**src/cpm_defs.svh**
```systemverilog
// Constants for the CAN power mode and bit timing block.
// Assumes inclusion by bare name from the design module.
`ifndef CPM_DEFS_SVH
`define CPM_DEFS_SVH
// Register offsets on the plain register port
`define CPM_A_CTRL0 8'h00
`define CPM_A_CTRL1 8'h01
`define CPM_A_TIM0 8'h02
`define CPM_A_TIM1 8'h03
`define CPM_A_STAT 8'h04
// Bit positions in module_control_zero
`define CPM_B_SLP 0
`define CPM_B_SRST 1
`define CPM_B_ACK 2
`define CPM_B_LINK 3
// Bit positions in module_control_one
`define CPM_B_CSEL 0
`define CPM_B_WFLT 1
// Fields of bus_timing_zero and bus_timing_one
`define CPM_F_PRE 5:0
`define CPM_F_SJW 7:6
`define CPM_F_TS1 3:0
`define CPM_F_TS2 6:4
// Reset values
`define CPM_RST_SRST 1'b1
`define CPM_RST_TIM0 8'h00
`define CPM_RST_TIM1 7'h00
// Bit timing limits and counts
`define CPM_SEG1_MIN 5'h04
`define CPM_SEG2_MIN 5'h02
`define CPM_REC_BITS 4'hB
`endif

```
**src/cpm_pkg.sv**
```systemverilog
// Types for the CAN power mode and bit timing block.
// Assumes nothing beyond a SystemVerilog compiler.
package cpm_pkg;
    // Controller operating mode, one-hot
    typedef enum logic [5:0] {
        CPM_RUN = 6'h01,
        CPM_DRAIN = 6'h02,
        CPM_SLEEP = 6'h04,
        CPM_RESYNC = 6'h08,
        CPM_SOFTRST = 6'h10,
        CPM_PDOWN = 6'h20
    } cpm_state_type;
endpackage : cpm_pkg

```
**src/cpm_top.sv**
```systemverilog
// Power modes, wake-up, timestamp link and bit timing of a CAN controller.
// Assumes one 100 MHz clock; engine status inputs are on this clock.
`timescale 1ns/1ps
`include "cpm_defs.svh"
`default_nettype none

module cpm_top import cpm_pkg::*; #(
    parameter int FILT_CYC = 16 // Dominant cycles for a filtered wake
) (
    input wire logic clk, // 100 MHz clock
    input wire logic resetn, // Async reset, active low
    input wire logic [7:0] addr, // Register address
    input wire logic [7:0] wdata, // Write data
    input wire logic wr, // Write strobe
    input wire logic rd, // Read strobe
    output logic [7:0] rdata, // Read data, cycle after rd
    input wire logic bus_rx_pin, // Bus receive line, async
    output logic bus_tx_pin, // Bus transmit line
    input wire logic eng_tx, // Transmit bit from protocol engine
    input wire logic tx_busy, // Engine has scheduled or active transmit
    input wire logic rx_busy, // Engine is receiving a frame
    input wire logic frame_ok, // Valid frame end pulse from engine
    input wire logic bus_off, // Engine is bus-off
    input wire logic cpu_stop, // CPU in stop mode
    input wire logic cpu_wait, // CPU in wait mode
    input wire logic [2:0] irq_in, // Enabled tx, rx, error interrupts
    output logic sleep_acknowledge, // Controller asleep
    output logic engine_run, // Engine may take part on bus
    output logic engine_halt, // Engine held stopped
    output logic copy_en, // Receive buffer copy allowed
    output logic abort_en, // Message aborts allowed
    output logic boff_count_en, // Bus-off recovery count runs
    output logic controller_clock_select, // 0 crystal, 1 PLL
    output logic tq_tick, // Time quantum pulse
    output logic sample_tick, // Sample point pulse
    output logic bit_tick, // Bit boundary pulse
    output logic rx_bit, // Last sampled bus bit
    output logic timer_capture, // Timestamp to timer channel
    output logic mcu_wakeup, // Wake request to processor
    output logic wait_exit // Ends CPU wait
);

    // Filter counter is eight bits wide
    if (FILT_CYC < 1 || FILT_CYC > 256) begin : g_chk
        $error("FILT_CYC out of range");
    end

    localparam logic [7:0] FILT_MAX = 8'(FILT_CYC - 1); // Last filter count

    // Segment length from a minus-one field, clamped to its minimum
    function automatic logic [4:0] seg_len(input logic [3:0] f, input logic [4:0] mn);
        logic [4:0] l;
        l = {1'b0, f} + 5'h01;
        return (l < mn) ? mn : l;
    endfunction : seg_len

    // Smaller of a value and the jump width
    function automatic logic [2:0] clip(input logic [5:0] v, input logic [2:0] lim);
        return (v < {3'h0, lim}) ? v[2:0] : lim;
    endfunction : clip

    cpm_state_type state_r; // Operating mode
    cpm_state_type state_nxt; // Next mode
    cpm_state_type step; // Mode from normal sequencing
    logic slp_r; // sleep_request
    logic srst_r; // soft_reset_request
    logic link_r; // timestamp_link_enable
    logic wflt_r; // wakeup_filter_select
    logic [7:0] tim0_r; // bus_timing_zero
    logic [6:0] tim1_r; // bus_timing_one
    logic rx_m_r; // Synchroniser first stage
    logic rx_s_r; // Synchronised bus level
    logic rx_d_r; // Delayed level for edges
    logic [5:0] pre_r; // Prescaler count
    logic [4:0] q_r; // Quantum index in bit
    logic [2:0] ext_r; // Seg1 lengthening
    logic [2:0] shr_r; // Seg2 shortening
    logic sync_done_r; // Resync used this bit
    logic [3:0] rec_r; // Recessive bit count
    logic [7:0] filt_r; // Dominant cycle count
    logic ts_pend_r; // Frame end awaiting bit edge
    logic ts_on_r; // Timestamp pulse active

    // Mode decode
    wire is_sleep = (state_r == CPM_SLEEP);
    wire is_resync = (state_r == CPM_RESYNC);
    wire is_pdown = (state_r == CPM_PDOWN);
    wire run_nxt = (state_nxt == CPM_RUN) || (state_nxt == CPM_DRAIN);
    wire halt_nxt = (state_nxt == CPM_SOFTRST) || (state_nxt == CPM_PDOWN);
    wire sleep_nxt = (state_nxt == CPM_SLEEP);

    wire acc_ok = !cpu_stop && !is_pdown;
    wire w0 = wr && acc_ok && (addr == `CPM_A_CTRL0);
    wire w1 = wr && acc_ok && (addr == `CPM_A_CTRL1);
    wire w2 = wr && acc_ok && (addr == `CPM_A_TIM0);
    wire w3 = wr && acc_ok && (addr == `CPM_A_TIM1);

    wire dom = !rx_s_r;
    wire filt_hit = (filt_r == FILT_MAX) && dom;
    wire wake_bus = is_sleep && (wflt_r ? filt_hit : dom);
    wire [7:0] filt_nxt = (is_sleep && dom && !filt_hit) ? filt_r + 8'h01 : 8'h00;

    wire slp_nxt = w0 ? (wdata[`CPM_B_SLP] || (slp_r && !is_sleep))
                      : (wake_bus ? 1'b0 : slp_r);

    wire [4:0] t1 = seg_len(tim1_r[`CPM_F_TS1], `CPM_SEG1_MIN);
    wire [4:0] t2 = seg_len({1'b0, tim1_r[`CPM_F_TS2]}, `CPM_SEG2_MIN);
    wire [2:0] resync_jump_width = {1'b0, tim0_r[`CPM_F_SJW]} + 3'h1;
    wire [5:0] bend = {1'b0, t1} + {1'b0, t2} + {3'h0, ext_r} - {3'h0, shr_r};
    wire [5:0] samp = {1'b0, t1} + {3'h0, ext_r};
    wire [5:0] q6 = {1'b0, q_r};

    // timing stops in sleep and halts
    wire tim_on = (state_r == CPM_RUN) || (state_r == CPM_DRAIN) || is_resync;
    wire pre_hit = (pre_r == tim0_r[`CPM_F_PRE]);
    wire tq = tim_on && pre_hit;
    wire bit_end = tq && (q6 >= bend);
    wire samp_hit = tq && (q6 == samp);
    wire [5:0] pre_nxt = (!tim_on || pre_hit) ? 6'h00 : pre_r + 6'h01;
    wire [4:0] q_nxt = (!tim_on || bit_end) ? 5'h00 : (tq ? q_r + 5'h01 : q_r);

    // Resync on a falling edge outside the edge_expected_slot
    wire edge_ok = rx_d_r && !rx_s_r && tim_on && !sync_done_r && (q_r != 5'h00);
    wire in_seg1 = (q6 <= samp);
    wire [2:0] ext_nxt = bit_end ? 3'h0 : ((edge_ok && in_seg1) ? clip(q6, resync_jump_width) : ext_r);
    wire [2:0] shr_nxt = bit_end ? 3'h0
                       : ((edge_ok && !in_seg1) ? clip(bend - q6, resync_jump_width) : shr_r);
    wire sync_nxt = bit_end ? 1'b0 : (edge_ok ? 1'b1 : sync_done_r);

    // count recessive sample points after wake
    wire rec_done = (rec_r == `CPM_REC_BITS);
    wire [3:0] rec_nxt = !is_resync ? 4'h0
                       : (samp_hit ? (rx_s_r ? (rec_done ? rec_r : rec_r + 4'h1) : 4'h0)
                                   : rec_r);

    // pulse spans one bit after frame end
    wire ts_pend_nxt = frame_ok ? 1'b1 : (bit_end ? 1'b0 : ts_pend_r);
    wire ts_on_nxt = bit_end ? ts_pend_r : ts_on_r;

    // Register read selection
    wire [7:0] rd_val = (addr == `CPM_A_CTRL0) ?
                            {4'h0, link_r, sleep_acknowledge, srst_r, slp_r} :
                        (addr == `CPM_A_CTRL1) ? {6'h00, wflt_r, controller_clock_select} :
                        (addr == `CPM_A_TIM0) ? tim0_r :
                        (addr == `CPM_A_TIM1) ? {1'b0, tim1_r} :
                        (addr == `CPM_A_STAT) ? {2'h0, state_r} : 8'h00;

    // Mode sequencing
    always_comb begin
        step = state_r;
        case (state_r)
            CPM_RUN: begin
                if (slp_r && (tx_busy || rx_busy)) begin
                    step = CPM_DRAIN;
                end else if (slp_r) begin
                    step = CPM_SLEEP;
                end
            end
            CPM_DRAIN: begin
                // sleep once transmit and receive end
                if (!tx_busy && !rx_busy) begin
                    step = CPM_SLEEP;
                end
            end
            CPM_SLEEP: begin
                // wake on bus or request clear
                if (wake_bus || !slp_r) begin
                    step = CPM_RESYNC;
                end
            end
            CPM_RESYNC: begin
                if (rec_done) begin
                    step = CPM_RUN;
                end
            end
            CPM_SOFTRST: begin
                // Leaving soft reset resynchronises
                if (!srst_r) begin
                    step = CPM_RESYNC;
                end
            end
            CPM_PDOWN: begin
                if (!cpu_stop) begin
                    step = CPM_RESYNC;
                end
            end
            default: begin
                step = CPM_SOFTRST;
            end
        endcase
    end

    assign state_nxt = cpu_stop ? CPM_PDOWN : (srst_r ? CPM_SOFTRST : step);

    // Mode and control registers
    always_ff @(posedge clk or negedge resetn) begin
        if (!resetn) begin
            state_r <= CPM_SOFTRST;
            slp_r <= 1'b0;
            srst_r <= `CPM_RST_SRST;
            link_r <= 1'b0;
            wflt_r <= 1'b0;
            controller_clock_select <= 1'b0;
            tim0_r <= `CPM_RST_TIM0;
            tim1_r <= `CPM_RST_TIM1;
        end else begin
            state_r <= state_nxt;
            slp_r <= slp_nxt;
            // registers stay writable in soft reset
            srst_r <= w0 ? wdata[`CPM_B_SRST] : srst_r;
            link_r <= w0 ? wdata[`CPM_B_LINK] : link_r;
            wflt_r <= w1 ? wdata[`CPM_B_WFLT] : wflt_r;
            controller_clock_select <= w1 ? wdata[`CPM_B_CSEL] : controller_clock_select;
            tim0_r <= w2 ? wdata : tim0_r;
            tim1_r <= w3 ? wdata[6:0] : tim1_r;
        end
    end

    // Synchroniser and bit timing state
    always_ff @(posedge clk or negedge resetn) begin
        if (!resetn) begin
            rx_m_r <= 1'b1;
            rx_s_r <= 1'b1;
            rx_d_r <= 1'b1;
            pre_r <= 6'h00;
            q_r <= 5'h00;
            ext_r <= 3'h0;
            shr_r <= 3'h0;
            sync_done_r <= 1'b0;
            rec_r <= 4'h0;
            filt_r <= 8'h00;
            ts_pend_r <= 1'b0;
            ts_on_r <= 1'b0;
        end else begin
            rx_m_r <= bus_rx_pin;
            rx_s_r <= rx_m_r;
            rx_d_r <= rx_s_r;
            pre_r <= pre_nxt;
            q_r <= q_nxt;
            ext_r <= ext_nxt;
            shr_r <= shr_nxt;
            sync_done_r <= sync_nxt;
            rec_r <= rec_nxt;
            filt_r <= filt_nxt;
            ts_pend_r <= ts_pend_nxt;
            ts_on_r <= ts_on_nxt;
        end
    end

    // Registered outputs
    always_ff @(posedge clk or negedge resetn) begin
        if (!resetn) begin
            rdata <= 8'h00;
            bus_tx_pin <= 1'b1;
            sleep_acknowledge <= 1'b0;
            engine_run <= 1'b0;
            engine_halt <= 1'b1;
            copy_en <= 1'b0;
            abort_en <= 1'b0;
            boff_count_en <= 1'b0;
            tq_tick <= 1'b0;
            sample_tick <= 1'b0;
            bit_tick <= 1'b0;
            rx_bit <= 1'b1;
            timer_capture <= 1'b0;
            mcu_wakeup <= 1'b0;
            wait_exit <= 1'b0;
        end else begin
            rdata <= (rd && acc_ok) ? rd_val : 8'h00;
            bus_tx_pin <= run_nxt ? eng_tx : 1'b1;
            sleep_acknowledge <= sleep_nxt;
            engine_run <= run_nxt;
            engine_halt <= halt_nxt;
            copy_en <= !sleep_nxt && !halt_nxt;
            abort_en <= !sleep_nxt && !halt_nxt;
            boff_count_en <= bus_off && run_nxt;
            tq_tick <= tq;
            sample_tick <= samp_hit;
            bit_tick <= bit_end;
            rx_bit <= samp_hit ? rx_s_r : rx_bit;
            timer_capture <= ts_on_nxt && link_r;
            mcu_wakeup <= is_pdown && dom;
            // wait mode does not gate engine
            wait_exit <= cpu_wait && (|irq_in);
        end
    end
endmodule : cpm_top

`default_nettype wire

```
**config.mk**
```make
export PLATFORM = sky130hd
export DESIGN_NAME = cpm_top
export DESIGN_NICKNAME = d
export VERILOG_FILES = /design/src/cpm_pkg.sv /design/src/cpm_top.sv
export VERILOG_INCLUDE_DIRS = /design/src
export SDC_FILE = /design/constraint.sdc
export NUM_CORES = 1
export LEC_CHECK = 0
export BUFFER_PORTS_ARGS = -buffer_cell sky130_fd_sc_hd__buf_2
export CAP_MARGIN = 20
export CORE_MARGIN = 10
export CORE_UTILIZATION = 59
export DETAILED_ROUTE_END_ITERATION = 10
export PLACE_DENSITY = 0.8
export SKIP_LAST_GASP = 1
export SYNTH_ARGS = -nofsm -noshare
export SYNTH_HDL_FRONTEND = slang
export SYNTH_SLANG_ARGS = --single-unit
```
**constraint.sdc**
```tcl
create_clock -name clk -period 5.74 [get_ports clk]
set_input_delay 0.574 -clock clk [delete_from_list [all_inputs] [get_ports clk]]
set_output_delay 0.574 -clock clk [all_outputs]
set_load 0.03 [all_outputs]
```
==> Implementation_results.wiki, run 1 <==
{| class="wikitable"
! Metric !! Value
|-
| Largest cells by area after synthesis || sky130_fd_sc_hd__dfrtp_1, sky130_fd_sc_hd__ha_1, sky130_fd_sc_hd__dfstp_2
|-
| Largest net degree at the start of global routing || 83
|-
| Post-Syn Instances || 508
|-
| Antenna-violating nets left || 0
|-
| Detailed router's first-iteration violation count || roughly 290
|-
| Die height || about 110 µm
|-
| Average size of a mapped cell || roughly 9.9 µm²
|-
| Clock insertion delay at the later pin of the skew report || 0.37 ns
|-
| Sequential share of the synthesized area || between 40% and 50%
|-
| Max transition margin || between 50% and 60%
|-
| Highest fanout seen on the critical path || 7
|-
| Routed wire length per instance || between 15 and 20 µm
|-
| Total half-perimeter wirelength after legalization and detailed placement || roughly 8800 µm
|-
| Sequential cell area || just over 2000 µm²
|-
| Element type at the critical path end || register
|-
| Clock transition at path regs || ~0.080 ns
|-
| Largest stage delay on the critical path || between 0.5 and 0.6 ns
|-
| Overall overflow remaining after global route || 0
|-
| Number of clock sinks seen by CTS || between 80 and 90
|-
| TritonCTS clock tree || built
|-
| Transition time at the pin with the least slew margin || about 0.7 ns
|-
| Min setup slack post-route || 0.745 ns
|-
| Core outline area || 8260 µm²
|-
| Worst setup slack after placement || ~0.79 ns
|-
| Worst path top cell family by delay || adder cells
|-
| Width of the die || 112 µm
|-
| Clk_skew || 0.0101 ns
|-
| Setup repair after global routing missed its margin || no
|-
| Synth Register Bits || between 80 and 90
|-
| Unique masters post-synth || 65
|-
| Footprint of the multi-input gates || 2740 µm²
|-
| Total via count after detailed routing || 3991
|-
| RD Place Congestion || about 0.99
|-
| First-pass GRT wire length || approximately 20000 µm
|-
| Filler instances || about 640
|-
| Final hold vios || 0
|-
| Leading register cell type out of synthesis || sky130_fd_sc_hd__dfrtp_1
|-
| Endpoint required time on the critical path || 6.05 ns
|-
| Post-synthesis cell area || roughly 5000 µm²
|-
| Diode insertion count for antenna repair || 0
|-
| Maximum VDD drop || roughly 0.00014 V
|-
| Crit path top cell by count || sky130_fd_sc_hd__inv_1
|-
| Number of hold-repair buffers added at the cts stage || 0
|-
| Antenna violations before repair || 0
|-
| Top-level I/O count || 54
|-
| Async set-or-reset flop fraction in the synthesized netlist || 100%
|-
| Leading cell type in the layout, fill and taps excluded || sky130_fd_sc_hd__dfrtp_1
|-
| Worst path slowest cell || sky130_fd_sc_hd__fa_1
|-
| Routed Wire Length || 11700 µm
|-
| Number of global-route vias before repair || ~4200
|-
| DIE AREA || 12600 µm²
|-
| Top library cells by usage in the layout, fill and taps aside || sky130_fd_sc_hd__dfrtp_1, sky130_fd_sc_hd__nor2_1, sky130_fd_sc_hd__buf_2, sky130_fd_sc_hd__inv_1, sky130_fd_sc_hd__nand2_1
|-
| Synthesized net count || 580
|-
| Avg Vias per Cell || between 5 and 6
|-
| Category of the worst setup path launch point || register
|-
| Maximum clock frequency || between 200 and 250 MHz
|-
| Total track usage || about a fifth
|-
| Post-route worst hold slack || ~0.14 ns
|-
| Post-detailed-route DRC marker count || 0
|-
| Final critical delay including setup and external delays || roughly 5.0 ns
|-
| Total negative slack || 0 ns
|-
| Crit-path cells || nand3_1 > xnor2_1 > o21ai_0 > fa_1 > inv_1 > fa_1 > ha_1 > inv_1 > fa_1 > inv_1 > ha_1 > xor2_1 > inv_1 > ha_1 > a21o_1 > a211o_1 > or4b_1 > nand3_1
|-
| Cell taking the most area after synthesis || sky130_fd_sc_hd__dfrtp_1
|-
| Number of enable flip-flop cells after synthesis || 0
|-
| Buffer and inverter count on the worst path || 4
|-
| Leak Pwr || 0.00267 µW
|-
| Data arrival time of the worst path || 5.30 ns
|-
| Hold/Removal Path Class || input port to asynchronous set/reset pin
|-
| Post-layout nets || 633
|-
| Fraction of post-synthesis cell area in the top cell type by area || a little under two fifths
|-
| Count of TritonRoute iterations in the first routing pass || 6
|-
| Final Max Slew Viols || 0
|-
| Initial core utilization || between 60% and 70%
|-
| Ratio of final minimum period to clock period || between 80% and 90%
|-
| H-tree levels || 3
|-
| Power density of the placed cells || between 200 and 250 nW/µm²
|-
| Longest Clk Path Bufs || 2
|-
| Clock tree root buffer cell || sky130_fd_sc_hd__clkbuf_8
|-
| Yosys warning total || 0
|-
| Count of buffers inserted at the top-level ports || between 50 and 60
|-
| Setup violation total in the final timing report || 0
|-
| Number of max-cap violations || 0
|-
| Crit Path Class || register to register
|-
| Share of layout cells above drive strength 1 || 20.1%
|-
| Cts bufs inserted || 9
|-
| Post-CTS Setup Bufs || 0
|-
| Result of the run || completed
|-
| # rows || 33
|-
| Area growth syn-to-layout || 11.8%
|-
| Resized Gates After CTS || 0
|}
-- layer usage --
layer | share of wire [%] | global-route usage, % | vias up
met5 | 0 | 0 | -
met4 | 2.7 | 8.04 | 0
met3 | 7.6 | 4.21 | 27
met2 | 47 | 30.6 | 142
met1 | 43 | 23.9 | 1939
li1 | - | - | 1883
-- synth_stat cells, types with 5 or more instances --
library cell / count
sky130_fd_sc_hd__mux2_4: 9
sky130_fd_sc_hd__nand2b_1: 7
sky130_fd_sc_hd__a21oi_1: 22
sky130_fd_sc_hd__nor2_1: 52
sky130_fd_sc_hd__dfrtp_1: 74
sky130_fd_sc_hd__a21o_1: 6
sky130_fd_sc_hd__nor2b_1: 6
sky130_fd_sc_hd__nand3_1: 29
sky130_fd_sc_hd__a31oi_1: 5
sky130_fd_sc_hd__xor2_1: 11
sky130_fd_sc_hd__and3_1: 10
sky130_fd_sc_hd__o211ai_1: 6
sky130_fd_sc_hd__o21ai_0: 16
sky130_fd_sc_hd__nand2_1: 34
sky130_fd_sc_hd__nor3_1: 16
sky130_fd_sc_hd__fa_1: 8
sky130_fd_sc_hd__dfstp_2: 8
sky130_fd_sc_hd__ha_1: 33
sky130_fd_sc_hd__inv_1: 38
sky130_fd_sc_hd__clkbuf_1: 7
sky130_fd_sc_hd__mux2_2: 11
sky130_fd_sc_hd__xnor2_1: 22
-- path summary, 6_finish.rpt --
kind / from / end / slack (ns) / cells after the start
worst min-delay path: resetn / shr_r[1] / 0.14 / 1
min in group clk: bus_rx_pin / rx_m_r / 0.29 / 1
max in group asynchronous: resetn / srst_r / 4.95 / 2
worst max-delay path: tim1_r[2] / shr_r[2] / 0.75 / 18
worst max register to register: tim1_r[2] / shr_r[2] / 0.75 / 18
worst min register to register: rx_m_r / rx_s_r / 0.36 / 0
-- worst register-to-register path, delay by kind of cell (launching register included) --
family / cells / cell delay (ns)
compound gates: 3 / 0.69
xor+xnor: 2 / 0.50
fa+ha+maj: 6 / 2.33
buf+inv: 4 / 0.23
flops: 1 / 0.46
simple gates: 3 / 0.71
-- kinds of logic (layout without fill, tap and decap cells) --
family,after synthesis,count (layout),share of synthesized area (%)
and+or+nand+nor,190,190,20.0
AOI/OAI and AO/OA,87,87,11.7
DFF,82,82,41.1
buffers and inverters,52,110,4.29
adders and majority gates,41,41,11.4
xor gates and xnor gates,33,33,5.76
muxes,23,23,5.76
-- registers in the layout, indices dropped and copies added (netlist names), 3 cells and up --
signal   flops
ext_r        3
state_r      6
q_r          5
tim0_r       8
rdata        8
pre_r        6
shr_r        3
rec_r        4
filt_r       8
tim1_r       7
-- where the power goes --
part / leakage [µW] / total, µW / switching, µW / internal (µW)
sequential: 0.00110 / 617 / 20.2 / 597
combinational: 0.00146 / 219 / 133 / 85.9
clock: 0.000107 / 477 / 219 / 258
total: 0.00267 / 1310 / 372 / 941
-- final cells by class --
class                   count  area share, %
repair buffers             56           5.54
inverters                  38           2.54
multi-input cells         374           48.8
clock buffers              12           2.59
flip-flops and latches     82           36.8
well taps                 105           2.34
clock inverters             4           1.36
-- through the flow --
step | cells | power, µW | cell area [µm²] | util, %
finish | 671 | 1310 | 5610 | 67.9
detailed placement | 654 | 841 | 5360 | 64.9
floorplan | 508 | 775 | 5010 | -
global route | 671 | 1370 | 5610 | 67.9
CTS | 670 | 1310 | 5580 | 67.5
global placement | 654 | 832 | 5360 | 64.9
No activity file was read; power rests on OpenSTA's default activity.
==> run 2: changes to the inputs <==
--- a/config.mk
+++ b/config.mk
@@ -6,12 +6,11 @@
 export SDC_FILE = /design/constraint.sdc
 export NUM_CORES = 1
 export LEC_CHECK = 0
-export BUFFER_PORTS_ARGS = -buffer_cell sky130_fd_sc_hd__buf_2
 export CAP_MARGIN = 20
 export CORE_MARGIN = 10
-export CORE_UTILIZATION = 59
+export CORE_UTILIZATION = 40
 export DETAILED_ROUTE_END_ITERATION = 10
-export PLACE_DENSITY = 0.8
+export DONT_BUFFER_PORTS = 1
 export SKIP_LAST_GASP = 1
 export SYNTH_ARGS = -nofsm -noshare
 export SYNTH_HDL_FRONTEND = slang
==> run 2 against run 1 <==
Flip-flop and latch count is the same. First-iteration DRC count decreased by 22%. Clock skew fell by 0.0024 ns. Setup slack better by 0.025 ns. Wire length rose by 2.0%. Maximum frequency grew 0.50%. Sequential power increased by 3%. Total power increased by 3.1%. Critical path depth is the same. Via count shrank 8.0%. Cell count increased by 1.5%. Largest cell class unchanged.
==> Implementation_results.wiki, run 2 (synthesis gave the netlist of run 1 again) <==
{| class="wikitable"
! Metric !! Value
|-
| Number of clock sinks seen by CTS || approximately 80
|-
| Worst path slowest cell || sky130_fd_sc_hd__fa_1
|-
| # rows || 40
|-
| Initial core utilization || 41.2%
|-
| Final critical delay including setup and external delays || 4.97 ns
|-
| Area growth syn-to-layout || 9.13%
|-
| Cell Count Post-Placement || 663
|-
| Total half-perimeter wirelength after legalization and detailed placement || slightly below 9000 µm
|-
| Share of layout cells above drive strength 1 || about an eighth
|-
| Number of global-route vias before repair || about 3800
|-
| Largest stage delay on the critical path || approximately 0.53 ns
|-
| Category of the worst setup path launch point || register
|-
| H-tree levels || 3
|-
| Final Max Slew Viols || 0
|-
| Resized Gates After CTS || 0
|-
| Power density of the placed cells || ~250 nW/µm²
|-
| Diode insertion count for antenna repair || 0
|-
| Overall overflow remaining after global route || 0
|-
| Clock tree root buffer cell || sky130_fd_sc_hd__clkbuf_16
|-
| Registers with the highest flip-flop counts || filt_r x8, rdata x8, tim0_r x8
|-
| Met1 Routed Length || about 5600 µm
|-
| Crit path top cell by count || sky130_fd_sc_hd__inv_1
|-
| First-pass GRT wire length || between 15000 and 20000 µm
|-
| Longest Clk Path Bufs || 2
|-
| Cts bufs inserted || 9
|-
| Count of buffers inserted at the top-level ports || 0
|-
| Core outline area || between 10000 and 15000 µm²
|-
| Routed Wire Length || about 12000 µm
|-
| Detailed router's first-iteration violation count || between 200 and 250
|-
| Leading cell type in the layout, fill and taps excluded || sky130_fd_sc_hd__dfrtp_1
|-
| Post-route insts no fill || 681
|-
| Total negative slack || 0 ns
|-
| RD Place Congestion || around 0.83
|-
| Sequential group share of total power || 46.8%
|-
| Maximum VDD drop || 0.000136 V
|-
| Data arrival time of the worst path || 5.24 ns
|-
| Wire length on met3 || 892 µm
|-
| DIE AREA || between 15000 and 20000 µm²
|-
| Post-detailed-route DRC marker count || 0
|-
| Crit-path cells || nand3_1 > xnor2_1 > o21ai_0 > fa_1 > inv_1 > fa_1 > ha_1 > inv_1 > fa_1 > inv_1 > ha_1 > xor2_1 > inv_1 > ha_1 > a21o_1 > a211o_1 > or4b_1 > nand3_1
|-
| Ratio of final minimum period to clock period || 86.6%
|-
| Post-layout nets || 580
|-
| Result of the run || completed
|-
| Width of the die || 132 µm
|-
| Power share of the combinational group || a little over an eighth
|-
| Clock transition at path regs || approximately 0.06 ns
|-
| Avg Vias per Cell || roughly 5.4
|-
| Clock insertion delay at the later pin of the skew report || roughly 0.34 ns
|-
| Die height || between 100 and 150 µm
|-
| Top library cells by usage in the layout, fill and taps aside || sky130_fd_sc_hd__dfrtp_1, sky130_fd_sc_hd__nor2_1, sky130_fd_sc_hd__inv_1, sky130_fd_sc_hd__nand2_1, sky130_fd_sc_hd__ha_1
|-
| Element type at the critical path end || register
|-
| Setup violation total in the final timing report || 0
|-
| Maximum clock frequency || 201 MHz
|-
| Final hold vios || 0
|-
| Number of max-cap violations || 0
|-
| Largest net degree at the start of global routing || between 70 and 80
|-
| Highest fanout seen on the critical path || 7
|-
| TritonCTS clock tree || built
|-
| Count of TritonRoute iterations in the first routing pass || 5
|-
| Antenna violations before repair || 0
|-
| Transition time at the pin with the least slew margin || 0.697 ns
|-
| Crit Path Class || register to register
|-
| Leak Pwr || between 0.002 and 0.0025 µW
|-
| Top-level I/O count || 54
|-
| Routed wire length per instance || 17.5 µm
|-
| Max transition margin || 53.0%
|-
| Post-CTS Setup Bufs || 0
|-
| Proportion of power drawn by the clock network || between 40 and 50%
|-
| Switching share of power || 27.7%
|-
| Internal power component || between 900 and 1000 µW
|-
| Total via count after detailed routing || ~3700
|-
| Hold/Removal Path Class || input port to asynchronous set/reset pin
|-
| Net switching power || roughly 370 µW
|-
| Met2 WL post-DR || 5270 µm
|-
| Clk_skew || approximately 0.0077 ns
|-
| Highest routing layer actually used || met4
|-
| Antenna-violating nets left || 0
|-
| Setup repair after global routing missed its margin || no
|-
| Filler instances || between 1000 and 1500
|-
| Total track usage || ~14%
|-
| Endpoint required time on the critical path || roughly 6 ns
|}
==> run 2: cell types whose count changed in the layout (fill, tap and decap cells not counted) <==
cell	change
sky130_fd_sc_hd__buf_2	-52
sky130_fd_sc_hd__clkbuf_16	+9
sky130_fd_sc_hd__clkbuf_8	-9
sky130_fd_sc_hd__buf_4	-2
sky130_fd_sc_hd__bufinv_16	-2
sky130_fd_sc_hd__inv_6	+2
sky130_fd_sc_hd__clkbuf_1	-1
sky130_fd_sc_hd__clkbuf_2	+1
sky130_fd_sc_hd__clkinv_2	+1
sky130_fd_sc_hd__clkinv_4	-1
sky130_fd_sc_hd__clkinvlp_4	+1
==> run 2: layout make-up <==
class	instances	area, µm²	area share, %
Timing Repair Buffer	3	40.0	0.732
Multi-Input combinational cell	374	2740	50.0
Clock inverter	5	37.5	0.686
Clock buffer	11	243	4.44
Inverter	38	143	2.61
Sequential cell	82	2060	37.7
Tap cell	168	210	3.84
==> run 2: critical path, delay by kind of cell (launching register included) <==
kind / cells / cell delay [ns]
AND/OR/NAND/NOR: 3 / 0.71
AO/OA/AOI/OAI: 3 / 0.68
adder cells (fa/ha/maj): 6 / 2.34
XOR/XNOR: 2 / 0.46
flip-flops: 1 / 0.48
buffers and inverters: 4 / 0.20
==> run 2: power groups by stage <==
stage / clock network (µW) / logic [µW] / registers (µW)
finish: 542 / 178 / 633
global route: 583 / 205 / 636
CTS: 557 / 179 / 634
detailed placement: 0 / 165 / 643
global placement: 0 / 161 / 643
floorplan: 0 / 145 / 629
==> run 2: what timing repair did <==
item | CTS | global route
setup endpoints to repair | 0 | 0
endpoints found under the hold margin | 74 | 0
hold buffers | 1 | 0
==> run 2: through the flow <==
stage               util (%)  instance area (µm²)  setup WS [ns]  hold WS [ns]  power [µW]
detailed placement      42.4                 5160          0.773         0.283         809
global placement        42.4                 5160          0.929         0.282         804
CTS                     45.0                 5470          0.768        0.0626        1370
finish                  45.0                 5470          0.770        0.0773        1350
floorplan                  -                 5010           1.04         0.278         775
global route            45.0                 5470          0.434        0.0557        1420
==> run 2: per-layer routing <==
| metal | vias to the layer above | GRT usage [%] |
|---|---|---|
| li1 | 1785 | - |
| met1 | 1746 | 18.0 |
| met2 | 126 | 21.0 |
| met3 | 14 | 5.07 |
| met4 | 0 | 4.33 |
| met5 | - | 0 |
==> run 2: final timing paths <==
check	startpoint	slack, ns	endpoint	depth (start not counted)
setup / recovery	tim1_r[2]	0.77	shr_r[2]	18
max in group asynchronous	resetn	5.32	state_r[5]	1
min in group clk	bus_rx_pin	0.23	rx_m_r	0
hold reg to reg	rx_m_r	0.37	rx_s_r	0
setup reg to reg	tim1_r[2]	0.77	shr_r[2]	18
hold / removal	resetn	0.08	bus_tx_pin	0
==> run 3: changes to the inputs <==
==> constraint.sdc (replaced) <==
create_clock -name clk -period 5.3 [get_ports clk]
set_input_delay 0.53 -clock clk [delete_from_list [all_inputs] [get_ports clk]]
set_output_delay 0.53 -clock clk [all_outputs]
set_load 0.03 [all_outputs]
==> run 3 against run 2 <==
Critical path depth fell by 1. Largest power group unchanged. Utilization is 0.28 points higher. Maximum frequency increased by 0.14%. Highest routed layer unchanged. Clock-buffer cell count shrank 1. Wire length is 1.6% lower. Sequential share of layout area decreased by 0.23 points. Critical path type unchanged. Global-route usage increased by 0.14 points. Sequential power grew 8.4%.
==> Implementation_results.wiki, run 3 (synthesis gave the netlist of run 1 again) <==
{| class="wikitable"
! Metric !! Value
|-
| Clk_skew || between 0.01 and 0.015 ns
|-
| Worst setup slack after placement || ~0.33 ns
|-
| Internal power component || 1110 µW
|-
| Crit-path cells || ha_1 > xor2_1 > or2_2 > o21a_1 > inv_1 > fa_1 > fa_1 > fa_1 > inv_1 > ha_1 > xor2_1 > inv_1 > ha_1 > a21o_1 > a211o_1 > or4b_1 > nand3_1
|-
| Hold/Removal Path Class || input port to asynchronous set/reset pin
|-
| FF-to-FF Start || tim1_r[0]
|-
| Antenna-violating nets left || 0
|-
| Leading cell type in the layout, fill and taps excluded || sky130_fd_sc_hd__dfrtp_1
|-
| Antenna violations before repair || 0
|-
| Registers with the highest flip-flop counts || filt_r x8, rdata x8, tim0_r x8
|-
| Diode insertion count for antenna repair || 0
|-
| Number of max-cap violations || 0
|-
| Avg Vias per Cell || approximately 5.4
|-
| Final critical delay including setup and external delays || between 4 and 5 ns
|-
| Worst reg2reg path depth || 17
|-
| Switching share of power || a little over a quarter
|-
| Share of layout cells above drive strength 1 || between 10 and 15%
|-
| Largest net degree at the start of global routing || between 70 and 80
|-
| Sequential group share of total power || between 40% and 50%
|-
| Maximum clock frequency || between 200 and 250 MHz
|-
| Routed wire length per instance || ~17 µm
|-
| # rows || 40
|-
| Total negative slack || 0 ns
|-
| Final hold vios || 0
|-
| Area growth syn-to-layout || 9.81%
|-
| Transition time at the pin with the least slew margin || between 0.6 and 0.7 ns
|-
| Number of stages on the worst setup path || 17
|-
| Crit Path Class || register to register
|-
| Destination of the worst register-to-register timing path || shr_r[2]
|-
| RD Place Congestion || between 0.8 and 0.9
|-
| Total via count after detailed routing || roughly 3700
|-
| Proportion of power drawn by the clock network || approximately 42%
|-
| Clock tree root buffer cell || sky130_fd_sc_hd__clkbuf_16
|-
| Total half-perimeter wirelength after legalization and detailed placement || 8840 µm
|-
| Longest Clk Path Bufs || 2
|-
| Setup repair after global routing missed its margin || no
|-
| Ratio of final minimum period to clock period || 93.6%
|-
| Setup violation total in the final timing report || 0
|-
| Largest stage delay on the critical path || between 0.5 and 0.6 ns
|-
| Endpoint required time on the critical path || between 5 and 6 ns
|-
| Clock transition at path regs || ~0.07 ns
|-
| Net switching power || between 400 and 500 µW
|-
| Slack of the worst reg-to-reg path || 0.34 ns
|-
| Buffer and inverter count on the worst path || 3
|-
| Max transition margin || 55.8%
|-
| Top-level I/O count || 54
|-
| Clock insertion delay at the later pin of the skew report || approximately 0.34 ns
|-
| Overall overflow remaining after global route || 0
|-
| Routed Wire Length || 11700 µm
|-
| Count of buffers inserted at the top-level ports || 0
|-
| Final Max Slew Viols || 0
|-
| Count of TritonRoute iterations in the first routing pass || 4
|-
| Highest fanout seen on the critical path || 6
|-
| Post-CTS Setup Bufs || 0
|-
| Core outline area || approximately 12000 µm²
|-
| Initial core utilization || approximately two fifths
|-
| Min setup slack post-route || 0.337 ns
|-
| Category of the worst setup path launch point || register
|-
| Number of global-route vias before repair || 3720
|-
| First-pass GRT wire length || roughly 20000 µm
|-
| TritonCTS clock tree || built
|-
| Result of the run || completed
|-
| Total track usage || between 10% and 20%
|-
| Data arrival time of the worst path || approximately 5.2 ns
|-
| Maximum VDD drop || between 0.00015 and 0.0002 V
|-
| DIE AREA || between 15000 and 20000 µm²
|-
| Worst path slowest cell || sky130_fd_sc_hd__fa_1
|-
| Die height || roughly 130 µm
|-
| Worst path top cell family by delay || adder cells
|-
| Post-layout nets || a little under 600
|-
| Post-detailed-route DRC marker count || 0
|-
| H-tree levels || 3
|-
| Power density of the placed cells || approximately 280 nW/µm²
|-
| Top library cells by usage in the layout, fill and taps aside || sky130_fd_sc_hd__dfrtp_1, sky130_fd_sc_hd__nor2_1, sky130_fd_sc_hd__inv_1, sky130_fd_sc_hd__nand2_1, sky130_fd_sc_hd__ha_1
|-
| Width of the die || between 100 and 150 µm
|-
| Number of clock sinks seen by CTS || between 80 and 90
|-
| Power share of the combinational group || ~13%
|-
| Cts bufs inserted || 9
|-
| Detailed router's first-iteration violation count || around 240
|-
| Element type at the critical path end || register
|-
| Leak Pwr || approximately 0.0025 µW
|}
-- run 3: cell types whose count changed in the layout (fill, tap and decap cells not counted) --
cell	before	now
sky130_fd_sc_hd__inv_6	2	1
sky130_fd_sc_hd__buf_4	1	2
sky130_fd_sc_hd__clkbuf_1	1	0
sky130_fd_sc_hd__clkinvlp_4	2	3
sky130_fd_sc_hd__clkbuf_2	1	0
sky130_fd_sc_hd__inv_8	0	1
sky130_fd_sc_hd__clkinv_2	1	0
sky130_fd_sc_hd__bufinv_16	0	1
-- run 3: worst max-delay path by stage --
stage	startpoint	end	slack, ns
global route	tim1_r[2]	shr_r[2]	0.03
finish	tim1_r[0]	shr_r[2]	0.34
CTS	tim1_r[0]	shr_r[2]	0.33
global placement	tim1_r[0]	shr_r[2]	0.50
detailed placement	tim1_r[0]	shr_r[2]	0.33
floorplan	tim1_r[2]	shr_r[2]	0.60
-- run 3: routing by layer --
layer	share of wire (%)	vias up	global-route usage [%]	routed length, µm
met5	0	-	0	0
met1	48	1763	18.9	5600
li1	-	1789	-	-
met3	7.5	12	5.22	875
met4	1.3	0	4.39	151
met2	43	104	20.3	5070
-- run 3: through the flow --
step | hold slack (ns) | util (%) | total power (µW) | area [µm²] | std cells
floorplan | 0.234 | - | 839 | 5010 | 508
global placement | 0.238 | 42.4 | 870 | 5160 | 663
detailed placement | 0.238 | 42.5 | 874 | 5170 | 664
CTS | 0.0149 | 45.3 | 1540 | 5510 | 681
global route | 0.00437 | 45.3 | 1600 | 5510 | 681
finish | 0.0274 | 45.3 | 1520 | 5510 | 681
-- run 3: layout make-up --
cell class / count / area [µm²]
Inverter: 38 / 143
Tap cell: 168 / 210
Sequential cell: 82 / 2060
Multi-Input combinational cell: 374 / 2740
Timing Repair Buffer: 3 / 42.5
Clock buffer: 10 / 239
Fill cell: 1165 / 6660
Clock inverter: 6 / 72.6
-- run 3: repair_timing --
action                     CTS  global route
hold endpoints to repair    74             0
setup endpoints to repair    0             0
resized for setup            0             0
hold buffers                 1             0
-- run 3: power by group through the flow --
stage | Sequential [µW] | Combinational [µW] | Clock (µW)
2_1_floorplan | 682 | 157 | 0
6_report | 686 | 190 | 645
5_1_grt | 688 | 218 | 697
3_5_place_dp | 697 | 177 | 0
3_3_place_gp | 697 | 173 | 0
4_1_cts | 686 | 192 | 662
